**config.mk**
```make
export PLATFORM = sky130hd
export DESIGN_NAME = timer_counter
export DESIGN_NICKNAME = d
export VERILOG_FILES = /design/src/inc/timer_pkg.sv /design/src/hw/timer_counter.sv /design/src/hw/pin_edge_sync.sv
export SDC_FILE = /design/constraint.sdc
export NUM_CORES = 1
export LEC_CHECK = 0
export ABC_AREA = 0
export BUFFER_PORTS_ARGS = -buffer_cell sky130_fd_sc_hd__buf_2
export CAP_MARGIN = 40
export CELL_PAD_IN_SITES_DETAIL_PLACEMENT = 1
export CELL_PAD_IN_SITES_GLOBAL_PLACEMENT = 2
export CORE_MARGIN = 1
export CORE_UTILIZATION = 33
export CTS_CLUSTER_DIAMETER = 100
export DETAILED_ROUTE_END_ITERATION = 12
export HOLD_SLACK_MARGIN = 0.15
export PLACE_DENSITY = 0.81
export SLEW_MARGIN = 25
export SYNTH_ARGS = -nofsm -noshare
export SYNTH_HDL_FRONTEND = slang
export SYNTH_SLANG_ARGS = --single-unit
```
**constraint.sdc**
```tcl
create_clock -name ref_clk -period 3.8 [get_ports ref_clk]
set_clock_uncertainty 0.1 [all_clocks]
set_input_delay 0.95 -clock ref_clk [delete_from_list [all_inputs] [get_ports ref_clk]]
set_output_delay 0.95 -clock ref_clk [all_outputs]
set_load 0.01 [all_outputs]
```
**src/inc/timer_pkg.sv**
```systemverilog
// timer/counter package: register map, field positions, reset values, timing counts
// assumes a 100 MHz ref_clk and an Avalon-MM slave with 32-bit data and byte addressing
`default_nettype none

package timer_pkg;

  // ****************************************
  // bus carrier
  // ****************************************
  localparam int ADDR_W = 4;

  typedef struct packed {
    logic              read;
    logic              write;
    logic [ADDR_W-1:0] address;
    logic [3:0]        byteenable;
    logic [31:0]       writedata;
  } bus_req_type;

  // ****************************************
  // register map, byte addresses
  // ****************************************
  localparam logic [ADDR_W-1:0] TIMER_CONTROL_OFS     = 4'h0;
  localparam logic [ADDR_W-1:0] COUNT_LOW_BYTE_OFS    = 4'h4;
  localparam logic [ADDR_W-1:0] COUNT_HIGH_BUFFER_OFS = 4'h8;
  localparam logic [ADDR_W-1:0] INTERRUPT_CONTROL_OFS = 4'hc;

  // ****************************************
  // field positions
  // ****************************************
  localparam int RUN_ENABLE_BIT       = 7;
  localparam int WIDTH_SELECT_BIT     = 6;
  localparam int SOURCE_SELECT_BIT    = 5;
  localparam int EDGE_SELECT_BIT      = 4;
  localparam int PRESCALER_BYPASS_BIT = 3;
  localparam int RATIO_LSB            = 0;
  localparam int RATIO_W              = 3;
  localparam int IRQ_ENABLE_BIT       = 5;
  localparam int OVERFLOW_FLAG_BIT    = 2;

  // ****************************************
  // reset values
  // ****************************************
  localparam logic [7:0] TIMER_CONTROL_RST     = 8'hff;
  localparam logic [7:0] COUNT_LOW_BYTE_RST    = 8'h00;
  localparam logic [7:0] COUNT_HIGH_RST        = 8'h00;
  localparam logic [7:0] COUNT_HIGH_BUFFER_RST = 8'h00;

  // ****************************************
  // timing
  // ****************************************
  localparam int          INSTR_CLK_DIV  = 4;
  localparam logic [1:0]  INSTR_DIV_LAST = 2'(INSTR_CLK_DIV - 1);
  localparam logic [1:0]  WRITE_INHIBIT  = 2'h2;

  // ****************************************
  // bus slave states
  // ****************************************
  typedef enum logic [1:0] {
    BUS_IDLE = 2'b01,
    BUS_ACK  = 2'b10
  } bus_state_type;

endpackage

`default_nettype wire

```
**src/hw/timer_counter.sv**
```systemverilog
// 8/16-bit timer/counter with 8-bit prescaler, overflow flag and Avalon-MM register slave
// assumes one 100 MHz clock; ext_count_pin is asynchronous and is synchronised here
//
// The implementer's own choices: the placing of the registers and the Avalon-MM interface to the registers.
`default_nettype none

module timer_counter (
  input  wire logic                 ref_clk,
  input  wire logic                 rstn,
  input  wire timer_pkg::bus_req_type bus_req,
  output var  logic [31:0]          readdata,
  output var  logic                 waitrequest,
  input  wire logic                 ext_count_pin,
  input  wire logic                 sleep_active,
  output var  logic                 overflow_irq
);

  // ****************************************
  // state
  // ****************************************
  typedef struct packed {
    timer_pkg::bus_state_type bus_state;
    logic                     wait_n;
    logic [31:0]              rdata;
    logic [7:0]               control;
    logic [7:0]               count_low;
    logic [7:0]               count_high;
    logic [7:0]               high_buffer;
    logic [7:0]               prescale;
    logic [1:0]               instr_div;
    logic [1:0]               inhibit;
    logic                     irq_enable;
    logic                     flag;
    logic                     irq;
  } timer_state_type;

  timer_state_type st_r;
  timer_state_type st_nxt;

  logic pin_edge;

  // ****************************************
  // pin synchroniser
  // ****************************************
  pin_edge_sync u_pin_edge_sync (
    .ref_clk     (ref_clk),
    .rstn        (rstn),
    .pin_in      (ext_count_pin),
    .falling_sel (st_r.control[timer_pkg::EDGE_SELECT_BIT]),
    .edge_pulse  (pin_edge)
  );

  // ****************************************
  // control decode
  // ****************************************
  logic       run_enable;
  logic       width_select;
  logic       source_select;
  logic       prescaler_bypass;
  logic [2:0] prescale_ratio;
  logic       instr_tick;
  logic       src_tick;
  logic [7:0] ratio_mask;
  logic       pre_tick;
  logic       inc;

  assign run_enable       = st_r.control[timer_pkg::RUN_ENABLE_BIT];
  assign width_select     = st_r.control[timer_pkg::WIDTH_SELECT_BIT];
  assign source_select    = st_r.control[timer_pkg::SOURCE_SELECT_BIT];
  assign prescaler_bypass = st_r.control[timer_pkg::PRESCALER_BYPASS_BIT];
  assign prescale_ratio   = st_r.control[timer_pkg::RATIO_LSB +: timer_pkg::RATIO_W];

  // one instruction cycle spans several ref_clk cycles
  assign instr_tick = (st_r.instr_div == timer_pkg::INSTR_DIV_LAST);

  // pin pulse is already three flops late, which is the documented post-sync delay
  assign src_tick = source_select ? pin_edge : instr_tick;

  // mask of ratio+1 low ones: the prescaler emits a tick as those bits roll over
  assign ratio_mask = 8'((9'h002 << prescale_ratio) - 9'h001);

  assign pre_tick = src_tick & ((st_r.prescale & ratio_mask) == ratio_mask);

  // sleep stops counting, so no overflow can arise to wake the core
  assign inc = run_enable & ~sleep_active & (st_r.inhibit == 2'h0)
             & (prescaler_bypass ? src_tick : pre_tick);

  // ****************************************
  // bus decode
  // ****************************************
  logic       accept;
  logic       wr_lane;
  logic [7:0] wbyte;
  logic       wr_ctrl;
  logic       wr_low;
  logic       wr_hbuf;
  logic       wr_int;
  logic       rd_low_capture;

  // the access takes effect at the edge where waitrequest is seen low
  assign accept  = (st_r.bus_state == timer_pkg::BUS_ACK);
  assign wr_lane = accept & bus_req.write & bus_req.byteenable[0];
  assign wbyte   = bus_req.writedata[7:0];
  assign wr_ctrl = wr_lane & (bus_req.address == timer_pkg::TIMER_CONTROL_OFS);
  assign wr_low  = wr_lane & (bus_req.address == timer_pkg::COUNT_LOW_BYTE_OFS);
  assign wr_hbuf = wr_lane & (bus_req.address == timer_pkg::COUNT_HIGH_BUFFER_OFS);
  assign wr_int  = wr_lane & (bus_req.address == timer_pkg::INTERRUPT_CONTROL_OFS);

  // high byte is copied in the same edge that samples the low byte
  assign rd_low_capture = (st_r.bus_state == timer_pkg::BUS_IDLE) & bus_req.read
                        & ~bus_req.write
                        & (bus_req.address == timer_pkg::COUNT_LOW_BYTE_OFS);

  // ****************************************
  // next state
  // ****************************************
  logic [15:0] count16;
  logic [15:0] count16_inc;
  logic        wrap;
  logic [7:0]  rbyte;

  always_comb
  begin
    st_nxt      = st_r;
    count16     = {st_r.count_high, st_r.count_low};
    count16_inc = count16 + 16'h0001;
    wrap        = 1'b0;
    rbyte       = 8'h00;

    // instruction cycle divider runs freely
    st_nxt.instr_div = instr_tick ? 2'h0 : 2'(st_r.instr_div + 2'h1);

    // inhibit window counts down in instruction cycles
    if (instr_tick && st_r.inhibit != 2'h0)
    begin
      st_nxt.inhibit = 2'(st_r.inhibit - 2'h1);
    end

    // prescaler advances on every source tick, even while the timer is stopped, except where a count write with the prescaler in use clears it
    if (src_tick)
    begin
      st_nxt.prescale = 8'(st_r.prescale + 8'h01);
    end

    // counting
    if (inc)
    begin
      if (width_select)
      begin
        st_nxt.count_low = 8'(st_r.count_low + 8'h01);
        wrap             = (st_r.count_low == 8'hff);
      end
      else
      begin
        st_nxt.count_low  = count16_inc[7:0];
        st_nxt.count_high = count16_inc[15:8];
        wrap              = (count16 == 16'hffff);
      end
    end

    // bus slave: one wait cycle, then accept
    case (st_r.bus_state)
      timer_pkg::BUS_IDLE:
      begin
        st_nxt.wait_n = 1'b0;
        if (bus_req.read ^ bus_req.write)
        begin
          case (bus_req.address)
            timer_pkg::TIMER_CONTROL_OFS:     rbyte = st_r.control;
            timer_pkg::COUNT_LOW_BYTE_OFS:    rbyte = st_r.count_low;
            timer_pkg::COUNT_HIGH_BUFFER_OFS: rbyte = st_r.high_buffer;
            timer_pkg::INTERRUPT_CONTROL_OFS:
            begin
              rbyte                               = 8'h00;
              rbyte[timer_pkg::IRQ_ENABLE_BIT]    = st_r.irq_enable;
              rbyte[timer_pkg::OVERFLOW_FLAG_BIT] = st_r.flag;
            end
            default: rbyte = 8'h00;
          endcase
          st_nxt.rdata     = {24'h00_0000, rbyte};
          st_nxt.wait_n    = 1'b1;
          st_nxt.bus_state = timer_pkg::BUS_ACK;
        end
      end
      timer_pkg::BUS_ACK:
      begin
        st_nxt.wait_n    = 1'b0;
        st_nxt.bus_state = timer_pkg::BUS_IDLE;
      end
      default:
      begin
        st_nxt.wait_n    = 1'b0;
        st_nxt.bus_state = timer_pkg::BUS_IDLE;
      end
    endcase

    if (rd_low_capture)
    begin
      st_nxt.high_buffer = st_r.count_high;
    end

    // prescaler setting may change any time; only the control byte is steered here
    if (wr_ctrl)
    begin
      st_nxt.control = wbyte;
    end

    if (wr_hbuf)
    begin
      st_nxt.high_buffer = wbyte;
    end

    // a count write wins over an increment in the same cycle
    if (wr_low)
    begin
      st_nxt.count_low = wbyte;
      if (!width_select)
      begin
        st_nxt.count_high = st_r.high_buffer;
      end
      st_nxt.inhibit = timer_pkg::WRITE_INHIBIT;
      if (!prescaler_bypass)
      begin
        st_nxt.prescale = 8'h00;
      end
    end

    if (wr_int)
    begin
      st_nxt.irq_enable = wbyte[timer_pkg::IRQ_ENABLE_BIT];
      st_nxt.flag       = wbyte[timer_pkg::OVERFLOW_FLAG_BIT];
    end

    // a wrap in the clearing cycle keeps the flag set
    if (wrap)
    begin
      st_nxt.flag = 1'b1;
    end

    st_nxt.irq = st_nxt.flag & st_nxt.irq_enable;
  end

  // ****************************************
  // registers
  // ****************************************
  always_ff @(posedge ref_clk or negedge rstn)
  begin
    if (!rstn)
    begin
      st_r             <= '0;
      st_r.bus_state   <= timer_pkg::BUS_IDLE;
      st_r.control     <= timer_pkg::TIMER_CONTROL_RST;
      st_r.count_low   <= timer_pkg::COUNT_LOW_BYTE_RST;
      st_r.count_high  <= timer_pkg::COUNT_HIGH_RST;
      st_r.high_buffer <= timer_pkg::COUNT_HIGH_BUFFER_RST;
    end
    else
    begin
      st_r <= st_nxt;
    end
  end

  // ****************************************
  // outputs
  // ****************************************
  // waitrequest is high except in the single accept cycle
  assign waitrequest  = ~st_r.wait_n;
  assign readdata     = st_r.rdata;
  assign overflow_irq = st_r.irq;

endmodule // timer_counter

`default_nettype wire

```
**src/hw/pin_edge_sync.sv**
```systemverilog
// two-stage synchroniser and edge detector for the external count pin
// assumes the pin is asynchronous to ref_clk; output is a one-cycle pulse
`default_nettype none

module pin_edge_sync (
  input  wire logic ref_clk,
  input  wire logic rstn,
  input  wire logic pin_in,
  input  wire logic falling_sel,
  output var  logic edge_pulse
);

  typedef struct packed {
    logic meta;
    logic sync;
    logic last;
    logic pulse;
  } sync_state_type;

  sync_state_type st_r;
  sync_state_type st_nxt;

  // meta feeds only sync; the edge is seen between sync and last
  always_comb
  begin
    st_nxt       = st_r;
    st_nxt.meta  = pin_in;
    st_nxt.sync  = st_r.meta;
    st_nxt.last  = st_r.sync;
    st_nxt.pulse = falling_sel ? (st_r.last & ~st_r.sync) : (~st_r.last & st_r.sync);
  end

  always_ff @(posedge ref_clk or negedge rstn)
  begin
    if (!rstn)
      st_r <= '0;
    else
      st_r <= st_nxt;
  end

  assign edge_pulse = st_r.pulse;

endmodule // pin_edge_sync

`default_nettype wire

```
[After elaboration in Yosys (flattened, before gate mapping)]
Index checks and enable logic that the tools add are counted.
Storage, ports and cells
  bits in read-only memories: 0
  memories kept: 0
  bits in registers: 62
  output and inout bits: 34
  word-level logic and storage cells: 88
  memory bits (writable): 0
  input bits: 46
  latch bits: 0
Cells by class
  shift-type cells: 1
  $add $sub $neg: 6
  reduce and logical (&&, ||, !) cells: 8
  div/mod/pow operators: 0
  $mul: 0
  order comparisons: 0
  bitwise logic cells: 23
  equality and inequality tests: 10
  muxes and demuxes: 23
Operators with widths (count)
  $mux W8: 8
  $mux W35: 1
  $mux W16: 2
  $pmux W8 S4: 1
  $add A16 B1 Y16 const B: 1
  $add A8 B1 Y8 const B: 2
  $and A1 B1 Y1: 16
  $eq A16 B16 Y1 const B: 1
  $and A8 B8 Y8: 1
  $eq A4 B4 Y1 const B: 2
  $eq A8 B8 Y1: 1
  $eq A8 B8 Y1 const B: 1
  $mux W2: 4
  $reduce_bool A2 Y1: 4
  $shl A2 B3 Y8 const A: 1
  $sub A8 B1 Y8 const B: 1
  $mux W1: 6
  $not A1 Y1: 5
  $eq A2 B2 Y1 const B: 2
  $eq A4 B3 Y1 const B: 1
  $logic_not A4 Y1: 1
  $mux W3: 1
  $add A2 B1 Y2 const B: 1
  $eq A2 B1 Y1 const B: 1
  other kinds (6): 6

[Logic depth before layout (Yosys ltp)]
Gate-level depths: netlist (run 1).
  depth in word-level cells: 10
  depth in mapped cells: 11
  depth with buffers taken out: 10

[Cells and area by module]
Synthesis (run 1) repeated with hierarchy kept, for this count alone.
Second synthesis, totals
  cell total of the unflattened synthesis: 372
  area total of the unflattened synthesis: 3598.5 um2
By module, submodules not included
  timer_counter: area each 3475.8 um2, times used 1, cells each 365
  pin_edge_sync: area each 122.6 um2, times used 1, cells each 7

[Least setup slack after synthesis (run 1)]
OpenSTA, ideal clock, no wires.
  kind: input -> register
  from: input bus_req[37] in the netlist's numbering
  to: register (tool-made name)
  setup slack: 1048 ps
  stages: 8
  arrival: 2533 ps
  data required time: 3581 ps
  path through: nor2_1 nand4_1 or3b_1 clkbuf_1 nor2_1 mux2i_1 o41ai_2 o21a_1
RTL lines
  from (decl): line timer_counter.sv:10  | input wire timer_pkg::bus_req_type bus_req,

==> results of run 1 <==
cell usage in the layout (no fill, tap or decap), drive strengths merged, types with 6 or more instances in the layout:
| cell type | count |
|---|---|
| nor2 | 20 |
| o22a | 7 |
| nor3 | 11 |
| conb | 24 |
| clkbuf | 13 |
| dfstp | 9 |
| a22o | 8 |
| dfrtp | 53 |
| buf | 35 |
| mux2i | 19 |
| inv | 9 |
| mux2 | 9 |
| xnor2 | 6 |
| xor2 | 10 |
| o21ai | 29 |
| nand4 | 8 |
| nand3 | 9 |
| nand2 | 38 |
through the flow:
stage / total power [mW] / hold WS (ns) / std cells / utilization / worst slack [ns]
finish: 1.758 / 0.2506 / 511 / 0.3761 / 0.6243
global route: 1.868 / 0.2709 / 511 / 0.3761 / 0.4988
CTS: 1.785 / 0.2533 / 509 / 0.3748 / 0.6347
detailed placement: 1.100 / 0.2373 / 493 / 0.3521 / 0.6444
global placement: 1.084 / 0.2334 / 493 / 0.3521 / 0.6554
floorplan: 1.029 / 0.2312 / 372 / - / 1.048
worst max-delay path by stage:
stage / startpoint / to / slack (ns) / cells after the start
3_3_place_gp: prescale_ratio[0] / flop / 0.66 / 10
3_5_place_dp: bus_req[37] / flop / 0.64 / 8
6_report: prescale_ratio[0] / flop / 0.62 / 10
5_1_grt: prescale_ratio[0] / flop / 0.50 / 10
4_1_cts: prescale_ratio[0] / flop / 0.63 / 10
2_1_floorplan: bus_req[37] / flop / 1.05 / 8
power groups by stage:
| stage | Sequential (mW) | Clock [mW] | Combinational (mW) |
|---|---|---|---|
| after global placement | 0.833 | 0 | 0.251 |
| final | 0.827 | 0.673 | 0.258 |
| after global routing | 0.839 | 0.732 | 0.297 |
| after CTS | 0.828 | 0.694 | 0.262 |
| after floorplan | 0.808 | 0 | 0.222 |
| after detailed placement | 0.840 | 0 | 0.261 |
synthesized netlist by cell type (2+ instances only):
library cell,instances
a21oi_1,4
a22o_1,8
and2_1,3
and3_1,5
buf_1,2
buf_4,32
clkbuf_1,13
dfrtp_1,53
dfstp_2,9
ha_1,5
inv_1,9
mux2_2,9
mux2i_1,19
mux4_2,2
nand2_1,37
nand2b_1,4
nand3_1,9
nand3b_1,2
nand4_1,8
nand4b_1,3
nor2_1,20
nor2b_1,3
nor3_1,10
nor3b_1,2
o21ai_0,23
o21ai_1,6
o22a_1,6
o31a_1,2
xnor2_1,6
xor2_1,10
kinds of logic (layout without fill, tap and decap cells):
group / count (synthesis) / in the layout / share of synthesized area
xor+xnor: 16 / 16 / 0.04019
fa+ha+maj: 5 / 5 / 0.01794
simple gates: 116 / 116 / 0.1755
mux: 30 / 30 / 0.09652
other cells: 1 / 24 / 0.001075
buf+inv: 57 / 60 / 0.09796
compound gates: 62 / 62 / 0.1227
flops: 62 / 62 / 0.4482
area by class of cell:
cell class                      count  area [um2]
Clock buffer                       13       168.9
Clock inverter                      3       65.06
Fill cell                        1183        6412
Inverter                            9       33.78
Multi-Input combinational cell    253        1674
Sequential cell                    62        1563
Tap cell                          136       170.2
Timing Repair Buffer               35       190.2
worst max-delay path, stage by stage (launching register included):
cell     delay, ns
dfstp_2       0.60
inv_1         0.10
or3_1         0.36
ha_1          0.28
o21ai_0       0.09
a21oi_2       0.11
a31oi_1       0.13
nor4_4        0.53
nand3_1       0.34
o22a_1        0.26
o22a_1        0.17
routing by layer:
metal,track usage,routed length (um),share of wire,vias up
li1,-,-,-,1224
met1,0.2191,3944,0.48,1284
met2,0.2583,3810,0.46,71
met3,0.03681,385,0.047,13
met4,0.06137,124,0.015,0
met5,0,0,0,-
==> run summary, run 1 <==
outcome = complete, no violations
Worst VDD drop = 0.1549 mV
post-CTS setup buffer count = 0
syn_area_per_cell = 9.992 um2
Post-synth EDFFs = 0
initial antenna violation count = 0
PortBufs = 28
First-pass DRT Iterations = 4
Final min period = 3.176 ns
vias per cell = 5.072
gr usage total = 0.1638
CTS tree = done
die area = 10,980 um2
Max Cap Viol = 0
vias in the first global route = 2,598
Final Hold Viols = 0
reg2reg path depth = 10
io pins = 80
Comb pwr share = 0.147
dpl hpwl = 6042 um
CTS Hold Bufs = 0
WHS Endpoint = u_pin_edge_sync.st_nxt[1]
Sw Share = 0.2695
Internal = 1.285 mW
P_leak = 1.778 nW
Clk pwr share = 0.383
Iter 0 DRT Violations = 102
RSZ-0062 raised after global routing = no
#FFs+latches synth = 62
Tcrit/Tclk final = 0.8357
DRC = 0
Resized cells post-CTS = 0
fin area = 3865 um2
CP required = 3.93 ns
Ant. Diodes = 0
fraction of layout cells with a size suffix above 1 = 0.2107
crit path capture type = flop
Area contributors post-synth = dfrtp_1, buf_4, dfstp_2, mux2i_1, nand2_1
Root Driver = clkbuf_8
DR WL/cell = 16.17 um
largest net degree at the start of global routing = 40
Final ANT Viol Nets = 0
Least-Margin Pin Slew = 0.6456 ns
Hold Crit Start = u_pin_edge_sync.st_nxt[2]
Top FF cell, synth = dfrtp_1
H-tree levels = 3
Seq/Total Area, Yosys = 0.4482
Max FO, Critical Path = 6
Crit path arrival time = 3.31 ns
reg-to-reg slack, setup = 0.62 ns
deepest clock path buffer count = 2
Vias = 2,592
DIE WIDTH = 104.8 um
clk sinks = 62
setup TNS = 0 ns
sequential power share = 0.470
row cnt = 37
# setup viols final = 0
placed cell areas = 3618 um2
global-route wire length before repair = 13,940 um
Clock Pin Slew Worst Setup and Hold Paths = 0.07 ns
Yosys Warn Count = 0
Synth area leader = dfrtp_1
Final nets = 421
Routability Congestion = 0.7829
WL final = 8264 um
Synth top area share = 0.3803
Die H = 104.8 um
kind of critical path = reg2reg
Core ar. = 10,280 um2
pwr/cell area = 455.0 nW/um2
Synth Cell Area = 3487 um2
clock insertion delay at the later pin of the skew report = 0.34 ns
Mapped Cells = 349
Initial Util = 0.3393
share of flip-flops with an asynchronous set or reset = 1.000
RR Startpoint = prescale_ratio[0]
Hold Path Stages = 0
area grow syn2layout = 10.84%
clock buffer count from CTS = 9
Slew Limit Fails = 0
Worst setup SP type = flop
worst hold path class = reg2reg
Psw = 0.4739 mW
post-synth cell types = 55
grt ovf = 0
relative slew slack = 0.5673
Peak Freq = 314.9 MHz
(Power assumes the default switching activity.)
==> run 2: changes to the inputs <==
Settings changed: ABC_AREA 0 to 1, CORE_UTILIZATION 33 to 28, PLACE_DENSITY 0.81 to 0.78.
Clock period 3.8 ns to 2.7 ns, I/O delays scaled along.
==> run 2 against run 1 <==
Via count grew 26%. Hold slack gained 0.0028 ns. Combinational power grew 86%. First-iteration DRC count grew 79%. Design area grew 11%. Largest power group unchanged. Synthesized area grew 9.7%. Critical path type unchanged. Total power grew 60%. Synthesized cell count grew 44%.
==> run summary, run 2 <==
setup TNS = 0 ns (unchanged)
R2R Path End = overflow_irq
XOR/XNOR share of the synthesized area = 0.02061 (was 0.04019)
clock buffer count from CTS = 9 (unchanged)
CTS Hold Bufs = 0 (unchanged)
Post-synth EDFFs = 0 (unchanged)
P_leak = 2.100 nW (was 1.778 nW)
deepest clock path buffer count = 2 (unchanged)
WL final = 10,490 um (was 8264 um)
worst path cell trace = inv_1, nand3_1, ha_1, nand4_1, nand2_1, inv_1, nand2_1, nand2_1, o21bai_4, buf_4, nand3_1, a21oi_1 (was inv_1, or3_1, ha_1, o21ai_0, a21oi_2, a31oi_1, nor4_4, nand3_1, o22a_1, o22a_1)
grt ovf = 0 (unchanged)
post-synth cell types = 39 (was 55)
RSZ-0062 raised after global routing = no (unchanged)
CTS tree = done (unchanged)
Tcrit/Tclk final = 0.8862 (was 0.8357)
Worst VDD drop = 0.2750 mV (was 0.1549 mV)
outcome = complete, no violations (unchanged)
Resized cells post-CTS = 0 (unchanged)
reg2reg path depth = 12 (was 10)
commonest cells in the netlist = nand2_1, inv_1, dfrtp_1, nand3_1, nor2_1 (was dfrtp_1, nand2_1, buf_4, o21ai_0, nor2_1)
Worst setup SP type = flop (unchanged)
fraction of layout cells with a size suffix above 1 = 0.1442 (was 0.2107)
DRC = 0 (unchanged)
gr usage total = 0.1581 (was 0.1638)
syn_area_per_cell = 7.619 um2 (was 9.992 um2)
most frequent cell after synthesis = nand2_1 (was dfrtp_1)
Clock Pin Slew Worst Setup and Hold Paths = 0.06 ns (was 0.07 ns)
CP required = 2.86 ns (was 3.93 ns)
Initial Util = 0.2877 (was 0.3393)
DIE WIDTH = 118.9 um (was 104.8 um)
#FFs+latches synth = 62 (unchanged)
largest family of logic cells by synthesized area = simple AND/OR/NAND/NOR gates (unchanged)
CP max stage cell = dfstp_2 (unchanged)
Synth Area in Adders = 0.01636 (was 0.01794)
Iter 0 DRT Violations = 183 (was 102)
met2 Usage GRT = 0.2558 (was 0.2583)
largest net degree at the start of global routing = 63 (was 40)
CP max stage delay = 0.64 ns (was 0.60 ns)
Synth Cell Area = 3825 um2 (was 3487 um2)
clk sinks = 62 (unchanged)
vias in the first global route = 3,209 (was 2,598)
Area contributors post-synth = dfrtp_1, nand2_1, buf_4, dfstp_2, nand3_1 (was dfrtp_1, buf_4, dfstp_2, mux2i_1, nand2_1)
Synth top area share = 0.3467 (was 0.3803)
Routability Congestion = 0.8064 (was 0.7829)
Placed Cells = 694 (was 493)
WHS Endpoint = u_pin_edge_sync.st_nxt[1] (unchanged)
# setup viols final = 0 (unchanged)
grt met3 use = 0.03209 (was 0.03681)
mux cell area share after synthesis = 0.01178 (was 0.09652)
kind of critical path = reg2reg (unchanged)
Final nets = 580 (was 421)
most frequent CP cell = nand2_1 (was o22a_1)
clock insertion delay at the later pin of the skew report = 0.33 ns (was 0.34 ns)
commonest non-fill, non-tap cell in the layout = nand2_1 (was dfrtp_1)
H-tree levels = 3 (unchanged)
Hold Crit Start = u_pin_edge_sync.st_nxt[2] (unchanged)
met1 usage = 0.2136 (was 0.2191)
post-CTS setup buffer count = 0 (unchanged)
Seq/Total Area, Yosys = 0.4086 (was 0.4482)
area grow syn2layout = 12.50% (was 10.84%)
Peak Freq = 417.9 MHz (was 314.9 MHz)
Final ANT Viol Nets = 0 (unchanged)
Die H = 118.9 um (was 104.8 um)
First-pass DRT Iterations = 4 (unchanged)
Hold Path Stages = 0 (unchanged)
die area = 14,130 um2 (was 10,980 um2)
worst hold path class = reg2reg (unchanged)
Synth area leader = dfrtp_1 (unchanged)
RR Startpoint = prescale_ratio[2] (was prescale_ratio[0])
row cnt = 42 (was 37)
io pins = 80 (unchanged)
share of flip-flops with an asynchronous set or reset = 1.000 (unchanged)
Slew Limit Fails = 0 (unchanged)
Max Cap Viol = 0 (unchanged)
Final Hold Viols = 0 (unchanged)
crit path capture type = flop (unchanged)
initial antenna violation count = 0 (unchanged)
DR WL/cell = 14.78 um (was 16.17 um)
Yosys Warn Count = 0 (unchanged)
global-route wire length before repair = 17,260 um (was 13,940 um)
vias per cell = 4.583 (was 5.072)
non-filler cells, final = 710 (was 511)
reg-to-reg slack, setup = 0.31 ns (was 0.62 ns)
PortBufs = 28 (unchanged)
Core ar. = 13,300 um2 (was 10,280 um2)
Mapped Cells = 502 (was 349)
dpl hpwl = 7939 um (was 6042 um)
Synth Area in Compound Gates = 0.07720 (was 0.1227)
Max FO, Critical Path = 16 (was 6)
Ant. Diodes = 0 (unchanged)
Final min period = 2.393 ns (was 3.176 ns)
Root Driver = clkbuf_16 (was clkbuf_8)
commonest non-fill, non-tap cells in the layout = nand2_1, inv_1, dfrtp_1 (was dfrtp_1, nand2_1, buf_2)
pwr/cell area = 655.3 nW/um2 (was 455.0 nW/um2)
Crit path arrival time = 2.56 ns (was 3.31 ns)
gr busiest metal = met2 (unchanged)
Vias = 3,254 (was 2,592)
Final Util = 0.3236 (was 0.3761)
Top FF cell, synth = dfrtp_1 (unchanged)
simple-gate share of the synthesized area = 0.3268 (was 0.1755)
==> run 2: changes by cell type after synthesis, sizes merged, moves of 8 or more <==
cell,previous run,this run
a21oi,5,22
o21ai,29,21
a22o,8,0
mux2i,19,0
inv,9,55
nand2,38,147
clkbuf,13,1
nand4,8,16
nand3,9,47
nor2,20,45
==> run 2: logic make-up (layout without fill, tap and decap cells) <==
logic type,count (synthesis),in the layout
AND/OR/NAND/NOR,271,271
buffers and inverters,98,107
flip-flops,62,62
AO/OA/AOI/OAI,52,52
XOR/XNOR,9,9
adder cells (fa/ha/maj),5,5
multiplexers,4,4
other,1,24
==> run 2: layer usage <==
layer	wire [um]	share of wire
met5	0	0
met2	5014	0.48
met3	326	0.031
met1	5035	0.48
met4	118	0.011
==> run 2: layout make-up <==
type | count | area [um2]
sequential | 62 | 1563
tap | 176 | 220.2
fill | 1633 | 8992
inverter | 56 | 210.2
timing repair buffer | 35 | 205.2
clock inverter | 1 | 5.005
clock buffer | 15 | 277.8
multi-input combinational | 365 | 1822
==> run 2: critical path, delay by kind of cell, from the launching register on <==
family,cells,cell delay [ns]
compound gates,2,0.33
fa+ha+maj,1,0.25
buf+inv,3,0.39
flops,1,0.64
simple gates,6,0.59
==> run 2: report_power, final <==
part,total (mW),internal (mW),switching [mW]
Clock,1.12,0.697,0.425
Combinational,0.480,0.177,0.303
Sequential,1.22,1.08,0.133
Total,2.82,1.96,0.862
==> run 2: how the worst max path moves through the flow <==
stage	end	cells after the start	startpoint	slack [ns]
CTS	overflow_irq	12	prescale_ratio[2]	0.29
global route	flop	14	prescale_ratio[2]	0.02
detailed placement	flop	14	prescale_ratio[2]	0.30
floorplan	count16[3]	8	bus_req[37]	0.57
global placement	overflow_irq	12	prescale_ratio[2]	0.35
finish	overflow_irq	12	prescale_ratio[2]	0.31
==> run 2: stage by stage <==
stage	hold slack [ns]	instance area (um2)	worst slack, ns	power [mW]
6_report	0.2533	4303	0.3071	2.819
3_5_place_dp	0.2496	4020	0.2986	1.718
4_1_cts	0.2616	4303	0.2899	2.854
5_1_grt	0.2607	4303	0.02386	2.975
2_1_floorplan	0.2312	3911	0.5679	1.562
3_3_place_gp	0.2343	4020	0.3515	1.682
==> run 3: changes to the inputs <==
Settings changed: BUFFER_PORTS_ARGS -buffer_cell sky130_fd_sc_hd__buf_2 to unset, CORE_MARGIN 1 to unset, CORE_UTILIZATION 28 to 33, DONT_BUFFER_PORTS set to 1, PLACE_DENSITY 0.78 to 0.79.
Clock period 2.7 ns to 2 ns, I/O delays scaled along.
==> run 3 against run 2 <==
First-iteration DRC count is 17% lower. Via count up 1.8%. Critical path type unchanged. Sequential power grew 34%. Sequential share of layout area is 1.3 points lower. Fmax increased by 6.3%. Die area fell by 15%. Clock power is 30% higher. Global-route usage increased by 4.3 points. Critical path depth stayed put. The flow now finishes with violations (hold timing, setup timing). Register-to-register slack got worse by 0.56 ns. Clock-buffer cell count did not move. Largest power group unchanged.
==> run summary, run 3 (synthesized netlist as in run 2, its figures left out) <==
CTS tree = done (unchanged)
Final nets = 578 (was 580)
Tcrit/Tclk final = 1.125 (was 0.8862)
pwr/cell area = 843.6 nW/um2 (was 655.3 nW/um2)
Psw = 1.127 mW (was 0.8619 mW)
dpl hpwl = 8192 um (was 7939 um)
kind of critical path = reg2reg (unchanged)
Final Hold Viols = 62 (was 0)
Ant. Diodes = 0 (unchanged)
Final ANT Viol Nets = 0 (unchanged)
Peak Freq = 444.4 MHz (was 417.9 MHz)
Final min period = 2.250 ns (was 2.393 ns)
initial antenna violation count = 0 (unchanged)
RR Startpoint = prescale_ratio[0] (was prescale_ratio[2])
Slew Limit Fails = 0 (unchanged)
io pins = 80 (unchanged)
clock insertion delay at the later pin of the skew report = 0.34 ns (was 0.33 ns)
DIE WIDTH = 109.7 um (was 118.9 um)
P_leak = 2.106 nW (was 2.100 nW)
gr usage total = 0.2013 (was 0.1581)
vias in the first global route = 3,389 (was 3,209)
vias per cell = 4.927 (was 4.583)
die area = 12,030 um2 (was 14,130 um2)
DRC = 0 (unchanged)
Die H = 109.7 um (was 118.9 um)
sequential power share = 0.435 (was 0.432)
# setup viols final = 18 (was 0)
Comb pwr share = 0.177 (was 0.170)
Core ar. = 11,080 um2 (was 13,300 um2)
row cnt = 38 (was 42)
Initial Util = 0.3453 (was 0.2877)
Tot Pwr = 3.764 mW (was 2.819 mW)
Worst VDD drop = 0.5293 mV (was 0.2750 mV)
Max Cap Viol = 0 (unchanged)
Hold WS = -0.2464 ns (was 0.2533 ns)
grt ovf = 0 (unchanged)
reg2reg path depth = 12 (unchanged)
RSZ-0062 raised after global routing = yes (was no)
deepest clock path buffer count = 2 (unchanged)
area grow syn2layout = 16.65% (was 12.50%)
Root Driver = clkbuf_16 (unchanged)
global-route wire length before repair = 17,720 um (was 17,260 um)
failing checks = hold timing, setup timing
Iter 0 DRT Violations = 151 (was 183)
Sw Share = 0.2994 (was 0.3057)
outcome = finished with violations (was complete, no violations)
fraction of layout cells with a size suffix above 1 = 0.1823 (was 0.1442)
worst hold path class = in2async (was reg2reg)
final-layout fill cell count = 1,377 (was 1,633)
Final Util = 0.4028 (was 0.3236)
Internal = 2.637 mW (was 1.958 mW)
reg-to-reg slack, setup = -0.25 ns (was 0.31 ns)
largest net degree at the start of global routing = 63 (unchanged)
clk sinks = 62 (unchanged)
Routability Congestion = 0.8133 (was 0.8064)
First-pass DRT Iterations = 5 (was 4)
CP required = 2.13 ns (was 2.86 ns)
Max FO, Critical Path = 8 (was 16)
Clock Pin Slew Worst Setup and Hold Paths = 0.05 ns (was 0.06 ns)
PortBufs = 0 (was 28)
fin worst setup slack = -0.2500 ns (was 0.3071 ns)
crit path capture type = flop (unchanged)
WL final = 11,110 um (was 10,490 um)
DR WL/cell = 16.53 um (was 14.78 um)
H-tree levels = 3 (unchanged)
CTS Hold Bufs = 1 (was 0)
commonest non-fill, non-tap cells in the layout = nand2_1, inv_1, dfrtp_1 (unchanged)
commonest non-fill, non-tap cell in the layout = nand2_1 (unchanged)
Crit path arrival time = 2.38 ns (was 2.56 ns)
Vias = 3,311 (was 3,254)
clock buffer count from CTS = 9 (unchanged)
Clk pwr share = 0.388 (was 0.398)
Worst setup SP type = flop (unchanged)
-- run 3: cell count changes in the layout (fill, tap and decap cells not counted), sizes merged --
cell and change:
dlygate4sd3 +1, buf -3
-- run 3: how the worst max path moves through the flow --
stage | end | cells after the start | slack, ns | start
floorplan | flop | 12 | 0.0007 | prescale_ratio[0]
detailed placement | flop | 12 | -0.22 | prescale_ratio[0]
global route | flop | 12 | -0.35 | prescale_ratio[0]
global placement | flop | 12 | -0.14 | prescale_ratio[0]
finish | flop | 12 | -0.25 | prescale_ratio[0]
CTS | flop | 12 | -0.18 | prescale_ratio[0]
-- run 3: per-stage QoR --
stage | setup slack, ns | std cells | setup TNS [ns] | instance area, um2
floorplan | 0.0007212 | 525 | 0 | 3954
global placement | -0.1408 | 650 | -1.190 | 4053
detailed placement | -0.2196 | 650 | -2.518 | 4053
CTS | -0.1796 | 668 | -2.143 | 4380
global route | -0.3513 | 672 | -5.277 | 4462
finish | -0.2500 | 672 | -3.492 | 4462
-- run 3: per-layer routing --
metal	part of all wire	wire length (um)	track usage	vias to the layer above
met5	0	0	0	-
met4	0.023	252	0.08857	0
met3	0.043	477	0.03972	17
met2	0.47	5271	0.3252	68
met1	0.46	5109	0.2606	1615
li1	-	-	-	1611
-- run 3: power by group through the flow --
stage	Clock, mW	Combinational (mW)	Sequential (mW)
2_1_floorplan	0	0.528	1.59
3_3_place_gp	0	0.587	1.65
3_5_place_dp	0	0.620	1.66
4_1_cts	1.51	0.641	1.64
5_1_grt	1.56	0.752	1.67
6_report	1.46	0.666	1.64
-- run 3: layout make-up --
class,instances,area (um2),area share
timing repair buffer,33,287.8,0.06450
multi-input combinational,365,1953,0.4377
inverter,56,210.2,0.04711
clock inverter,1,5.005,0.001122
clock buffer,15,267.8,0.06001
tap,140,175.2,0.03926
sequential,62,1563,0.3503
-- run 3: worst max-delay path, cell delays in order (launching register included) --
cell,delay (ns)
dfstp_2,0.57
nand3_2,0.09
ha_4,0.27
or2_4,0.12
nand3_4,0.08
nor2_4,0.14
nand2_2,0.07
o21bai_4,0.23
nand2_4,0.13
nand2_4,0.12
nand2_8,0.09
nand2_2,0.08
nand2_2,0.04
-- run 3: repair_timing --
| action | CTS | global route |
|---|---|---|
| pin swaps | 3 | 11 |
| buffers inserted | 1 | 4 |
| setup endpoints to repair | 18 | 19 |
| hold endpoints to repair | 63 | 62 |
| gates resized for setup | 8 | 15 |
